File: src/core/sac_pkg.sv
/*
 * Shared constants for the successive-approximation converter control block:
 * register indices, field positions, reset values, bus codes and states.
 * Assumes a 32-bit AXI4-Lite register bus with byte address = 4 x index.
 */
package sac_pkg;
  localparam int          IDX_W         = 16;
  localparam int          ADDR_W        = IDX_W + 2;
  localparam int          RES_W         = 12;
  localparam int          TOT_W         = 14;
  localparam int          BIT_W         = 4;
  // Register indices (byte address is four times the index)
  localparam logic [15:0] IDX_CONTROL   = 16'hfe58;
  localparam logic [15:0] IDX_MODE      = 16'hfe59;
  localparam logic [15:0] IDX_RES_LOW   = 16'hfe5a;
  localparam logic [15:0] IDX_RES_HIGH  = 16'hfe5b;
  localparam logic [7:0]  REG_RESET     = 8'h00;
  // Control register fields
  localparam int          CH_MSB        = 7;
  localparam int          CH_LSB        = 4;
  localparam int          CTL_FIXED     = 3;
  localparam int          CTL_RUN       = 2;
  localparam int          CTL_DONE      = 1;
  localparam int          CTL_IRQ_EN    = 0;
  // Mode register fields
  localparam int          MODE_RES      = 6;
  localparam int          MODE_TM_MSB   = 1;
  localparam int          MODE_TM_LSB   = 0;
  // Result low byte fields
  localparam int          LOW_TM        = 0;
  localparam int          LOW_RES_MSB   = 7;
  localparam int          LOW_RES_LSB   = 4;
  // Approximation constants
  localparam logic [11:0] TRIAL_FIRST   = 12'h800;
  localparam logic [3:0]  BIT_FIRST     = 4'hb;
  localparam logic [3:0]  BIT_LAST_12   = 4'h0;
  localparam logic [3:0]  BIT_LAST_8    = 4'h4;
  localparam int          TIME_ADD      = 2;
  localparam int          TIME_DIV      = 3;
  // Bus responses
  localparam logic [1:0]  RESP_OKAY     = 2'h0;
  localparam logic [1:0]  RESP_SLVERR   = 2'h2;
  localparam logic [31:0] RDATA_ZERO    = 32'h0000_0000;

  typedef enum logic [1:0] {
    ST_IDLE   = 2'h0,
    ST_SETTLE = 2'h1,
    ST_DECIDE = 2'h3,
    ST_WAIT   = 2'h2
  } sac_state_t;
endpackage : sac_pkg

File: src/core/sac_core.sv
/*
 * Digital control of a 12-bit successive-approximation converter: four
 * 8-bit registers on AXI4-Lite, channel select, resolution, conversion time,
 * end flag with interrupt request and automatic reference enable.
 * Assumes the analog comparator output is asynchronous to clock_i.
 */
// Decided for this implementation: register access over AXI4-Lite.
`timescale 1ns/1ps
module sac_core
  import sac_pkg::*;
#(
  parameter int COEF12   = 52,
  parameter int COEF8    = 32,
  parameter int STEP_LEN = 4
) (
  // Clock and reset
  input  wire logic              clock_i,
  input  wire logic              srst_i,
  // AXI4-Lite write address and data
  input  wire logic              axi_awvalid_i,
  output logic                   axi_awready_o,
  input  wire logic [ADDR_W-1:0] axi_awaddr_i,
  input  wire logic              axi_wvalid_i,
  output logic                   axi_wready_o,
  input  wire logic [31:0]       axi_wdata_i,
  input  wire logic [3:0]        axi_wstrb_i,
  // AXI4-Lite write response
  output logic                   axi_bvalid_o,
  input  wire logic              axi_bready_i,
  output logic [1:0]             axi_bresp_o,
  // AXI4-Lite read
  input  wire logic              axi_arvalid_i,
  output logic                   axi_arready_o,
  input  wire logic [ADDR_W-1:0] axi_araddr_i,
  output logic                   axi_rvalid_o,
  input  wire logic              axi_rready_i,
  output logic [31:0]            axi_rdata_o,
  output logic [1:0]             axi_rresp_o,
  // Analog front end
  input  wire logic              comp_i,
  output logic [3:0]             channel_o,
  output logic [RES_W-1:0]       dac_code_o,
  output logic                   ref_enable_o,
  output logic                   irq_o
);
  // Bus state
  logic              aw_held_q, aw_held_d, w_held_q, w_held_d;
  logic [IDX_W-1:0]  aw_idx_q, aw_idx_d;
  logic [7:0]        w_byte_q, w_byte_d;
  logic              w_lane_q, w_lane_d;
  logic              awready_q, awready_d, wready_q, wready_d;
  logic              bvalid_q, bvalid_d, rvalid_q, rvalid_d, arready_q, arready_d;
  logic [1:0]        bresp_q, bresp_d, rresp_q, rresp_d;
  logic [31:0]       rdata_q, rdata_d;
  logic              wr_en;
  logic [IDX_W-1:0]  ar_idx;
  // Converter state
  logic [7:0]        ctrl_q, ctrl_d, mode_q, mode_d, low_q, low_d, high_q, high_d;
  sac_state_t        state_q, state_d;
  logic [RES_W-1:0]  trial_q, trial_d;
  logic [BIT_W-1:0]  bit_q, bit_d;
  logic [7:0]        step_q, step_d;
  logic [TOT_W-1:0]  tot_q, tot_d;
  logic              res8_q, res8_d, dbl_q, dbl_d, ref_q, ref_d, irq_q, irq_d;
  logic [2:0]        sync_q, sync_d;
  logic              comp_q, comp_d;
  logic              start, abort, finish;
  logic [2:0]        tcode;
  int                tot_calc;

  function automatic logic [7:0] read_reg(input logic [IDX_W-1:0] idx,
                                         input logic [7:0] c, m, l, h);
    case (idx)
      IDX_CONTROL:  read_reg = c;
      IDX_MODE:     read_reg = m;
      IDX_RES_LOW:  read_reg = l;
      IDX_RES_HIGH: read_reg = h;
      default:      read_reg = REG_RESET;
    endcase
  endfunction : read_reg

  function automatic logic mapped(input logic [IDX_W-1:0] idx);
    mapped = (idx == IDX_CONTROL) || (idx == IDX_MODE) ||
             (idx == IDX_RES_LOW) || (idx == IDX_RES_HIGH);
  endfunction : mapped

  // Address and data are caught independently; the write happens once both are held
  always_comb begin
    ar_idx    = axi_araddr_i[ADDR_W-1:2];
    aw_held_d = aw_held_q;
    aw_idx_d  = aw_idx_q;
    w_held_d  = w_held_q;
    w_byte_d  = w_byte_q;
    w_lane_d  = w_lane_q;
    bvalid_d  = bvalid_q;
    bresp_d   = bresp_q;
    rvalid_d  = rvalid_q;
    rdata_d   = rdata_q;
    rresp_d   = rresp_q;
    wr_en     = 1'b0;
    if (axi_awvalid_i && awready_q) begin
      aw_held_d = 1'b1;
      aw_idx_d  = axi_awaddr_i[ADDR_W-1:2];
    end
    if (axi_wvalid_i && wready_q) begin
      w_held_d = 1'b1;
      w_byte_d = axi_wdata_i[7:0];
      w_lane_d = axi_wstrb_i[0];
    end
    if (bvalid_q && axi_bready_i) begin
      bvalid_d = 1'b0;
    end
    if (aw_held_q && w_held_q && !bvalid_q) begin
      wr_en     = w_lane_q;
      aw_held_d = 1'b0;
      w_held_d  = 1'b0;
      bvalid_d  = 1'b1;
      bresp_d   = mapped(aw_idx_q) ? RESP_OKAY : RESP_SLVERR;
    end
    if (rvalid_q && axi_rready_i) begin
      rvalid_d = 1'b0;
    end
    if (axi_arvalid_i && arready_q) begin
      rvalid_d = 1'b1;
      rdata_d  = {24'h00_0000, read_reg(ar_idx, ctrl_q, mode_q, low_q, high_q)};
      rresp_d  = mapped(ar_idx) ? RESP_OKAY : RESP_SLVERR;
    end
    awready_d = !aw_held_d;
    wready_d  = !w_held_d;
    arready_d = !rvalid_d;
  end

  always_ff @(posedge clock_i) begin
    if (srst_i) begin
      aw_held_q <= 1'b0;
      aw_idx_q  <= '0;
      w_held_q  <= 1'b0;
      w_byte_q  <= REG_RESET;
      w_lane_q  <= 1'b0;
      awready_q <= 1'b0;
      wready_q  <= 1'b0;
      arready_q <= 1'b0;
      bvalid_q  <= 1'b0;
      bresp_q   <= RESP_OKAY;
      rvalid_q  <= 1'b0;
      rdata_q   <= RDATA_ZERO;
      rresp_q   <= RESP_OKAY;
    end else begin
      aw_held_q <= aw_held_d;
      aw_idx_q  <= aw_idx_d;
      w_held_q  <= w_held_d;
      w_byte_q  <= w_byte_d;
      w_lane_q  <= w_lane_d;
      awready_q <= awready_d;
      wready_q  <= wready_d;
      arready_q <= arready_d;
      bvalid_q  <= bvalid_d;
      bresp_q   <= bresp_d;
      rvalid_q  <= rvalid_d;
      rdata_q   <= rdata_d;
      rresp_q   <= rresp_d;
    end
  end

  // Registers, comparator synchroniser and approximation sequencer
  always_comb begin
    ctrl_d   = ctrl_q;
    mode_d   = mode_q;
    low_d    = low_q;
    high_d   = high_q;
    state_d  = state_q;
    trial_d  = trial_q;
    bit_d    = bit_q;
    step_d   = step_q;
    tot_d    = tot_q;
    res8_d   = res8_q;
    dbl_d    = dbl_q;
    start    = 1'b0;
    abort    = 1'b0;
    finish   = 1'b0;
    sync_d   = {sync_q[1:0], comp_i};
    comp_d   = (sync_q[1] == sync_q[2]) ? sync_q[2] : comp_q;
    tcode    = {low_q[LOW_TM], mode_q[MODE_TM_MSB:MODE_TM_LSB]};
    // Ratio 1/2^code stretches the base count by 2^code; rounded up to whole cycles
    tot_calc = (((mode_q[MODE_RES] ? COEF8 : COEF12) << tcode) + TIME_ADD
                + TIME_DIV - 1) / TIME_DIV;
    if (!mode_q[MODE_RES] && dbl_q) begin
      tot_calc = tot_calc * 2;
    end
    if (wr_en) begin
      case (aw_idx_q)
        IDX_CONTROL: begin
          ctrl_d[CH_MSB:CH_LSB] = w_byte_q[CH_MSB:CH_LSB];
          ctrl_d[CTL_FIXED]     = w_byte_q[CTL_FIXED];
          ctrl_d[CTL_IRQ_EN]    = w_byte_q[CTL_IRQ_EN];
          ctrl_d[CTL_DONE]      = ctrl_q[CTL_DONE] & w_byte_q[CTL_DONE];
          start = w_byte_q[CTL_RUN] && (state_q == ST_IDLE);
          abort = !w_byte_q[CTL_RUN] && (state_q != ST_IDLE);
        end
        IDX_MODE: begin
          mode_d = w_byte_q;
          if (mode_q[MODE_RES] && !w_byte_q[MODE_RES]) begin
            dbl_d = 1'b1;
          end
        end
        IDX_RES_LOW:  low_d  = w_byte_q;
        IDX_RES_HIGH: high_d = w_byte_q;
        default: ;
      endcase
    end
    if (start) begin
      ctrl_d[CTL_RUN] = 1'b1;
      state_d = ST_SETTLE;
      trial_d = TRIAL_FIRST;
      bit_d   = BIT_FIRST;
      step_d  = 8'(STEP_LEN - 1);
      tot_d   = TOT_W'(tot_calc);
      res8_d  = mode_q[MODE_RES];
      if (!mode_q[MODE_RES]) begin
        dbl_d = 1'b0;
      end
    end else if (abort) begin
      ctrl_d[CTL_RUN] = 1'b0;
      state_d = ST_IDLE;
    end else begin
      if (state_q != ST_IDLE && tot_q != '0) begin
        tot_d = tot_q - 1'b1;
      end
      case (state_q)
        ST_IDLE: ;
        ST_SETTLE: begin
          if (step_q == 8'h00) begin
            state_d = ST_DECIDE;
          end else begin
            step_d = step_q - 8'h01;
          end
        end
        ST_DECIDE: begin
          // Comparator high means the input sits at or above the trial level
          trial_d[bit_q] = comp_q;
          if (bit_q == (res8_q ? BIT_LAST_8 : BIT_LAST_12)) begin
            state_d = ST_WAIT;
          end else begin
            bit_d            = bit_q - 1'b1;
            trial_d[bit_d]   = 1'b1;
            step_d           = 8'(STEP_LEN - 1);
            state_d          = ST_SETTLE;
          end
        end
        ST_WAIT: begin
          if (tot_q == '0) begin
            finish          = 1'b1;
            state_d         = ST_IDLE;
            ctrl_d[CTL_RUN] = 1'b0;
            ctrl_d[CTL_DONE] = 1'b1;
            high_d = trial_q[RES_W-1:RES_W-8];
            if (!res8_q) begin
              low_d[LOW_RES_MSB:LOW_RES_LSB] = trial_q[3:0];
            end
          end
        end
        default: state_d = ST_IDLE;
      endcase
    end
    ref_d = (state_d != ST_IDLE);
    irq_d = ctrl_d[CTL_IRQ_EN] & ctrl_d[CTL_DONE];
  end

  always_ff @(posedge clock_i) begin
    if (srst_i) begin
      ctrl_q  <= REG_RESET;
      mode_q  <= REG_RESET;
      low_q   <= REG_RESET;
      high_q  <= REG_RESET;
      state_q <= ST_IDLE;
      trial_q <= '0;
      bit_q   <= '0;
      step_q  <= 8'h00;
      tot_q   <= '0;
      res8_q  <= 1'b0;
      dbl_q   <= 1'b1;
      ref_q   <= 1'b0;
      irq_q   <= 1'b0;
      sync_q  <= 3'h0;
      comp_q  <= 1'b0;
    end else begin
      ctrl_q  <= ctrl_d;
      mode_q  <= mode_d;
      low_q   <= low_d;
      high_q  <= high_d;
      state_q <= state_d;
      trial_q <= trial_d;
      bit_q   <= bit_d;
      step_q  <= step_d;
      tot_q   <= tot_d;
      res8_q  <= res8_d;
      dbl_q   <= dbl_d;
      ref_q   <= ref_d;
      irq_q   <= irq_d;
      sync_q  <= sync_d;
      comp_q  <= comp_d;
    end
  end

  assign axi_awready_o = awready_q;
  assign axi_wready_o  = wready_q;
  assign axi_bvalid_o  = bvalid_q;
  assign axi_bresp_o   = bresp_q;
  assign axi_arready_o = arready_q;
  assign axi_rvalid_o  = rvalid_q;
  assign axi_rdata_o   = rdata_q;
  assign axi_rresp_o   = rresp_q;
  assign channel_o     = ctrl_q[CH_MSB:CH_LSB];
  assign dac_code_o    = trial_q;
  assign ref_enable_o  = ref_q;
  assign irq_o         = irq_q;
endmodule : sac_core

File: config.mk
export PLATFORM = sky130hd
export DESIGN_NAME = sac_core
export DESIGN_NICKNAME = d
export VERILOG_FILES = /design/src/core/sac_pkg.sv /design/src/core/sac_core.sv
export SDC_FILE = /design/constraint.sdc
export NUM_CORES = 1
export LEC_CHECK = 0
export BUFFER_PORTS_ARGS = -buffer_cell sky130_fd_sc_hd__buf_2
export CAP_MARGIN = 10
export CELL_PAD_IN_SITES_DETAIL_PLACEMENT = 0
export CELL_PAD_IN_SITES_GLOBAL_PLACEMENT = 2
export CORE_AREA = 8 8 160 147
export CTS_BUF_LIST = sky130_fd_sc_hd__clkbuf_8
export CTS_CLUSTER_DIAMETER = 60
export DETAILED_ROUTE_END_ITERATION = 8
export DIE_AREA = 0 0 168 155
export PLACE_DENSITY = 0.79
export SLEW_MARGIN = 10
export SYNTH_ARGS = -nofsm -noshare
export SYNTH_HDL_FRONTEND = slang
export SYNTH_SLANG_ARGS = --single-unit
File: constraint.sdc
create_clock -name clock_i -period 6.8 [get_ports clock_i]
set_input_delay 0 -clock clock_i [delete_from_list [all_inputs] [get_ports clock_i]]
set_output_delay 0 -clock clock_i [all_outputs]
set_load 0.01 [all_outputs]
==> results.sh, run 1 <==
export IMPL_finalHoldViolCount=0
export IMPL_wl_mm=19.6
export IMPL_critPathMaxStageDelay_ps=610
export IMPL_cts_sinks=122
export IMPL_gr_total_overflow=0
export IMPL_gp_congestion=0.780
export IMPL_worstMarginPinSlew_ps=758
export IMPL_numCtsBuffers=17
export IMPL_yosys_cell_count_top_type="dfxtp_1"
export IMPL_vdd_ir_drop_max_v=0.000143
export IMPL_coreArea_um2=21000
export IMPL_finalPower_uw=1640
export IMPL_final_cells=1220
export IMPL_ys_top_cells_by_count="dfxtp_1 (122), nand2_1 (112), nor2_1 (87)"
export IMPL_yosysWarnings=0
export IMPL_dieArea_um2=26000
export IMPL_hold_class="input port to flip-flop"
export IMPL_via_count=6259
export IMPL_cp_max_fo=25
export IMPL_synth_distinct_cells=78
export IMPL_cts_root_buffer="clkbuf_8"
export IMPL_nets=1030
export IMPL_worst_clock_skew_ps=20.1
export IMPL_antenna_found_initial=0
export IMPL_hold_ws_ps=48.6
export IMPL_dp_final_hpwl_mm=13.6
export IMPL_crit_path_end_kind="flip-flop"
export IMPL_htree_levels=4
export IMPL_synth_area_leaders="dfxtp_1 (36%), nand2_1 (6.3%), a21oi_1 (5.9%), nor2_1 (4.9%), mux2i_1 (4.5%)"
export IMPL_track_usage=0.152
export IMPL_post_cts_buffers=0
export IMPL_synthCells=855
export IMPL_grt_pass1_vias=5929
export IMPL_grt_max_degree=51
export IMPL_cp_cell_sequence="buf_4, or4_1, inv_1, ha_1, nor3_1, o32a_1, o211ai_1, a21o_1, xnor2_1, ha_1, nor3_1, o211ai_1, nand4_1, ha_1, o2bb2ai_1, a2111o_1, o22a_1, o31a_1"
export IMPL_slowest_stage="or4_1"
export IMPL_synth_top_area_cell="dfxtp_1"
export IMPL_fill_cells=2231
export IMPL_multi_input_area_um2=3810
export IMPL_maxCapViolations=0
export IMPL_first_pass_iters=4
export IMPL_arrival_ps=5760
export IMPL_detail_route_wl_per_cell_um=16.1
export IMPL_fmax_mhz=185
export IMPL_port_buffers=81
export IMPL_drv_slew=0
export IMPL_num_rows=51
export IMPL_avgSynthCellArea_um2=7.84
export IMPL_area_delta_synth_final_pct=20.1
export IMPL_synth_seq_cells=122
export IMPL_synth_edf_count=0
export IMPL_clockBufferDepth=2
export IMPL_timing_final_crit_share=0.797
export IMPL_dp_cells=1146
export IMPL_rsz0062_at_grt="false"
export IMPL_status="completed"
export IMPL_fin_tns_setup_ps=0
export IMPL_diodes=0
export IMPL_p_leak_uw=0.00334
export IMPL_clk_insertion_delay_late_ps=450
export IMPL_fin_util=0.384
export IMPL_dieHeight_um=155
export IMPL_dieWidth_um=168
export IMPL_max_slew_margin_rel=0.494
export IMPL_r2r_start="mode_q[1]"
export IMPL_cp_required_ps=7140
export IMPL_period_minus_slack_ps=5420
export IMPL_ant_nets=0
export IMPL_grt_pass1_wl_mm=32.3
export IMPL_viasPerCell=5.13
export IMPL_worstSetupStartpoint="mode_q[1]"
export IMPL_clk_pin_slew_ps=80
export IMPL_synth_ff_type="dfxtp_1"
export IMPL_start_util=0.319
export IMPL_synthArstFlopShare=0
export IMPL_p_per_area_nw_per_um2=203
export IMPL_netlist_area_um2=6700
export IMPL_cts_tree="yes"
export IMPL_min_from="axi_arvalid_i"
export IMPL_final_seq_area_um2=2440
export IMPL_yosysSeqAreaShare=0.364
export IMPL_drt_initial_drc_count=421
export IMPL_drc=0
export IMPL_cpMostUsedCell="ha_1"
export IMPL_crit_type="flip-flop to flip-flop"
export IMPL_drive_above_1_share=0.151
export IMPL_setup_viol=0
export IMPL_worstSetupStartpointType="flip-flop"
export IMPL_ios=139
export IMPL_synth_top_area_frac=0.364
## layout by cell type, fill, tap and decap left out, drive strengths merged, types with 17 or more instances in the layout
| cell type | count |
|---|---|
| dlygate4sd3 | 42 |
| nor2 | 90 |
| a211oi | 24 |
| mux2i | 30 |
| nor3 | 40 |
| conb | 26 |
| inv | 21 |
| o21ai | 31 |
| buf | 90 |
| clkbuf | 18 |
| nand2 | 112 |
| dfxtp | 122 |
| a21oi | 80 |
| nand3 | 17 |
## flip-flops by register name (all words and copies together) (netlist names), 2 cells and up
register and count:
aw_idx_q 16, axi_rdata_o 8, bit_q 4, ctrl_q 8, dac_code_o 12, high_q 8, low_q 8, mode_q 8
state_q 2, step_q 8, sync_q 3, tot_q 14, w_byte_q 8
## timing repair
action | CTS | global route
endpoints found under the hold margin | 34 | 0
resized for setup | 0 | 0
hold buffers | 42 | 0
## layout make-up
cell class / instances / share of cell area
sequential: 122 / 0.303
multi-input combinational: 647 / 0.473
inverter: 22 / 0.0103
clock inverter: 14 / 0.0301
clock buffer: 18 / 0.0308
tap: 265 / 0.0412
timing repair buffer: 132 / 0.111
## through the flow
stage                     cell area, um2  setup slack, ps
after floorplan                     6800             2070
after global placement              7140             1470
after detailed placement            7140             1460
after CTS                           8050             1430
after global routing                8050             1080
final                               8050             1380
## routing by layer
metal | track usage | share of wire | vias up
met4 | 0.0357 | 0.0075 | 0
li1 | - | - | 3160
met2 | 0.214 | 0.41 | 121
met3 | 0.0375 | 0.040 | 11
met1 | 0.225 | 0.54 | 2967
met5 | 0 | 0 | -
## power by group
part | internal (uW) | total (uW) | switching [uW]
Sequential | 728 | 740 | 12.3
Combinational | 42.3 | 94.3 | 52.0
Clock | 486 | 802 | 317
Total | 1260 | 1640 | 381
## kinds of logic after synthesis
group	count (synthesis)	share of synthesized area
simple gates	348	0.250
other cells	1	0.000559
buf+inv	111	0.0814
flops	122	0.364
xor+xnor	18	0.0235
mux	36	0.0582
compound gates	211	0.207
fa+ha+maj	8	0.0149
## worst max-delay path, delay by kind of cell, from the launching register on
kind | cells | cell delay (ps)
AO/OA/AOI/OAI | 8 | 2300
XOR/XNOR | 1 | 140
adder cells (fa/ha/maj) | 3 | 1150
buffers and inverters | 2 | 440
flip-flops | 1 | 300
AND/OR/NAND/NOR | 4 | 980
## path summary, 6_finish.rpt
kind                    endpoint  depth (start not counted)  slack [ps]
hold / removal    axi_rdata_o[7]                          4          50
hold reg to reg        sync_q[1]                          1         450
setup / recovery        tot_q[0]                         18        1380
setup reg to reg        tot_q[0]                         18        1380
Power figures use the tool's default switching activity.
==> run 2, diff against run 1 <==
--- a/config.mk
+++ b/config.mk
@@ -5,16 +5,17 @@
 export SDC_FILE = /design/constraint.sdc
 export NUM_CORES = 1
 export LEC_CHECK = 0
+export ABC_AREA = 1
 export BUFFER_PORTS_ARGS = -buffer_cell sky130_fd_sc_hd__buf_2
 export CAP_MARGIN = 10
 export CELL_PAD_IN_SITES_DETAIL_PLACEMENT = 0
 export CELL_PAD_IN_SITES_GLOBAL_PLACEMENT = 2
-export CORE_AREA = 8 8 160 147
+export CORE_AREA = 8 8 168 155
 export CTS_BUF_LIST = sky130_fd_sc_hd__clkbuf_8
 export CTS_CLUSTER_DIAMETER = 60
 export DETAILED_ROUTE_END_ITERATION = 8
-export DIE_AREA = 0 0 168 155
-export PLACE_DENSITY = 0.79
+export DIE_AREA = 0 0 176 163
+export PLACE_DENSITY = 0.78
 export SLEW_MARGIN = 10
 export SYNTH_ARGS = -nofsm -noshare
 export SYNTH_HDL_FRONTEND = slang
==> constraint.sdc (replaced) <==
create_clock -name clock_i -period 5 [get_ports clock_i]
set_input_delay 0 -clock clock_i [delete_from_list [all_inputs] [get_ports clock_i]]
set_output_delay 0 -clock clock_i [all_outputs]
set_load 0.01 [all_outputs]
==> results.sh, run 2 <==
export IMPL_status="completed"
export IMPL_dieHeight_um=163
export IMPL_worst_clock_skew_ps=19.5
export IMPL_coreArea_um2=23000
export IMPL_numCtsBuffers=17
export IMPL_clk_insertion_delay_late_ps=460
export IMPL_gr_total_overflow=0
export IMPL_cts_sinks=122
export IMPL_cp_top_family="simple AND/OR/NAND/NOR gates"
export IMPL_largest_register="aw_idx_q"
export IMPL_dpl_cell_area_um2=8030
export IMPL_clockBufferDepth=2
export IMPL_synth_top_area_cell="dfxtp_1"
export IMPL_ios=139
export IMPL_vdd_ir_drop_max_v=0.000157
export IMPL_layout_commonest_cell="nand2_1"
export IMPL_fin_tns_setup_ps=0
export IMPL_avgSynthCellArea_um2=6.75
export IMPL_rsz0062_at_grt="true"
export IMPL_ys_top_cells_by_count="nand2_1 (177), inv_1 (129), dfxtp_1 (122)"
export IMPL_synth_edf_count=0
export IMPL_arrival_ps=5170
export IMPL_first_pass_iters=5
export IMPL_p_per_area_nw_per_um2=221
export IMPL_synth_area_leaders="dfxtp_1 (35%), nand2_1 (9.4%), o21ai_0 (7.7%), inv_1 (6.9%), nor2_1 (5.6%)"
export IMPL_grt_max_degree=68
export IMPL_synth_ff_type="dfxtp_1"
export IMPL_worstMarginPinSlew_ps=1060
export IMPL_cp_max_fo=6
export IMPL_cts_root_buffer="clkbuf_8"
export IMPL_grt_pass1_wl_mm=34.9
export IMPL_start_util=0.306
export IMPL_track_usage=0.149
export IMPL_pre_cts_ws_ps=-73.8
export IMPL_setup_viol=0
export IMPL_cp_required_ps=5330
export IMPL_layout_common_cells="nand2_1 (155), inv_1 (124), dfxtp_1 (119), o21ai_0 (108), nor2_1 (98)"
export IMPL_p_leak_uw=0.00401
export IMPL_clk_pin_slew_ps=80
export IMPL_detail_route_wl_per_cell_um=14.0
export IMPL_maxCapViolations=0
export IMPL_drt_initial_drc_count=324
export IMPL_largest_reg_flops=16
export IMPL_yosysWarnings=0
export IMPL_wl_mm=21.5
export IMPL_timing_final_crit_share=0.967
export IMPL_synth_distinct_cells=51
export IMPL_slowest_stage="dfxtp_4"
export IMPL_period_minus_slack_ps=4830
export IMPL_netlist_area_um2=7050
export IMPL_synthCells=1045
export IMPL_drive_above_1_share=0.251
export IMPL_yosys_cell_count_top_type="nand2_1"
export IMPL_cp_num_buf_inv=5
export IMPL_drv_slew=0
export IMPL_cts_tree="yes"
export IMPL_dieArea_um2=28700
export IMPL_synth_top_area_frac=0.346
export IMPL_gp_congestion=0.802
export IMPL_synthArstFlopShare=0
export IMPL_area_delta_synth_final_pct=30.2
export IMPL_design_area_um2=9180
export IMPL_setup_slack_ps=165
export IMPL_worstSetupStartpointType="flip-flop"
export IMPL_max_slew_margin_rel=0.286
export IMPL_dieWidth_um=176
export IMPL_hold_class="input port to flip-flop"
export IMPL_dp_final_hpwl_mm=15.9
export IMPL_cpMostUsedCell="nand2_2"
export IMPL_grt_pass1_vias=7023
export IMPL_via_count=7201
export IMPL_critPathMaxStageDelay_ps=370
export IMPL_nets=1304
export IMPL_num_rows=53
export IMPL_yosysSeqAreaShare=0.346
export IMPL_antenna_found_initial=0
export IMPL_synth_seq_cells=122
export IMPL_crit_type="flip-flop to flip-flop"
export IMPL_crit_path_end_kind="flip-flop"
export IMPL_htree_levels=4
export IMPL_fmax_mhz=207
export IMPL_diodes=0
export IMPL_viasPerCell=4.70
export IMPL_port_buffers=81
export IMPL_drc=0
export IMPL_ant_nets=0
export IMPL_finalHoldViolCount=0
[run 2: cell count changes in the layout (fill, tap and decap cells not counted), sizes merged, moves of 11 or more]
cell         delta
nand3          +58
mux2i          -28
nor3           -15
nor2           +19
a211oi         -20
nand2          +87
dlygate4sd3    -11
o21ai          +90
buf            +68
nand4          +16
inv           +127
[run 2: kinds of logic (layout without fill, tap and decap cells)]
logic type / Yosys count / count (layout) / synth area share
AND/OR/NAND/NOR: 454 / 454 / 0.301
AO/OA/AOI/OAI: 243 / 243 / 0.191
buffers and inverters: 203 / 362 / 0.127
flip-flops: 122 / 122 / 0.346
XOR/XNOR: 12 / 12 / 0.0149
adder cells (fa/ha/maj): 8 / 8 / 0.0142
multiplexers: 2 / 2 / 0.00461
other: 1 / 26 / 0.000532
[run 2: layer usage]
metal | up-vias | wire, um | global-route usage
met1 | 3281 | 11300 | 0.213
met3 | 15 | 796 | 0.0325
met2 | 123 | 9230 | 0.224
met4 | 0 | 192 | 0.0327
met5 | - | 0 | 0
li1 | 3782 | - | -
[run 2: timing repair]
item | in CTS | in global routing
hold buffers | 31 | 0
endpoints found under the hold margin | 30 | 0
gates resized for setup | 8 | 77
setup endpoints to repair | 2 | 3
gates cloned | 0 | 0
pin swaps | 1 | 42
setup buffers | 0 | 15
[run 2: worst paths after layout]
path	slack, ps	cells past startpoint	start	end
worst min-delay path	70	4	axi_arvalid_i	axi_rdata_o[4]
worst min register to register	410	2	sync_q[0]	sync_q[1]
worst max-delay path	170	48	mode_q[6]	tot_q[0]
worst max register to register	170	48	mode_q[6]	tot_q[0]
[run 2: stage by stage]
stage | util | hold slack, ps | instances | power (uW)
6_report | 0.399 | 71.6 | 1531 | 2030
5_1_grt | 0.399 | 86.1 | 1531 | 2130
4_1_cts | 0.381 | 39.9 | 1516 | 2070
3_5_place_dp | 0.349 | 211 | 1453 | 1130
3_3_place_gp | 0.349 | 203 | 1453 | 1130
2_1_floorplan | - | 107 | 1070 | 1100
[run 2: worst min-delay path: cells and delay by family]
kind	cells	cell delay (ps)
buffers and inverters	1	70
AND/OR/NAND/NOR	2	350
AO/OA/AOI/OAI	1	50
[run 2: area by class of cell]
| cell class | instances | area, um2 |
|---|---|---|
| Tap cell | 302 | 378 |
| Timing Repair Buffer | 189 | 1300 |
| Sequential cell | 122 | 2450 |
| Clock buffer | 17 | 234 |
| Clock inverter | 15 | 175 |
| Inverter | 141 | 538 |
| Multi-Input combinational cell | 745 | 4100 |
| Fill cell | 2444 | 13800 |
[run 2: power breakdown]
group / leakage [uW] / total [uW] / internal, uW / switching, uW
combinational: 0.00281 / 122 / 47.8 / 74.6
sequential: 0.000991 / 1000 / 990 / 11.9
clock: 0.000201 / 908 / 422 / 487
total: 0.00401 / 2030 / 1460 / 573
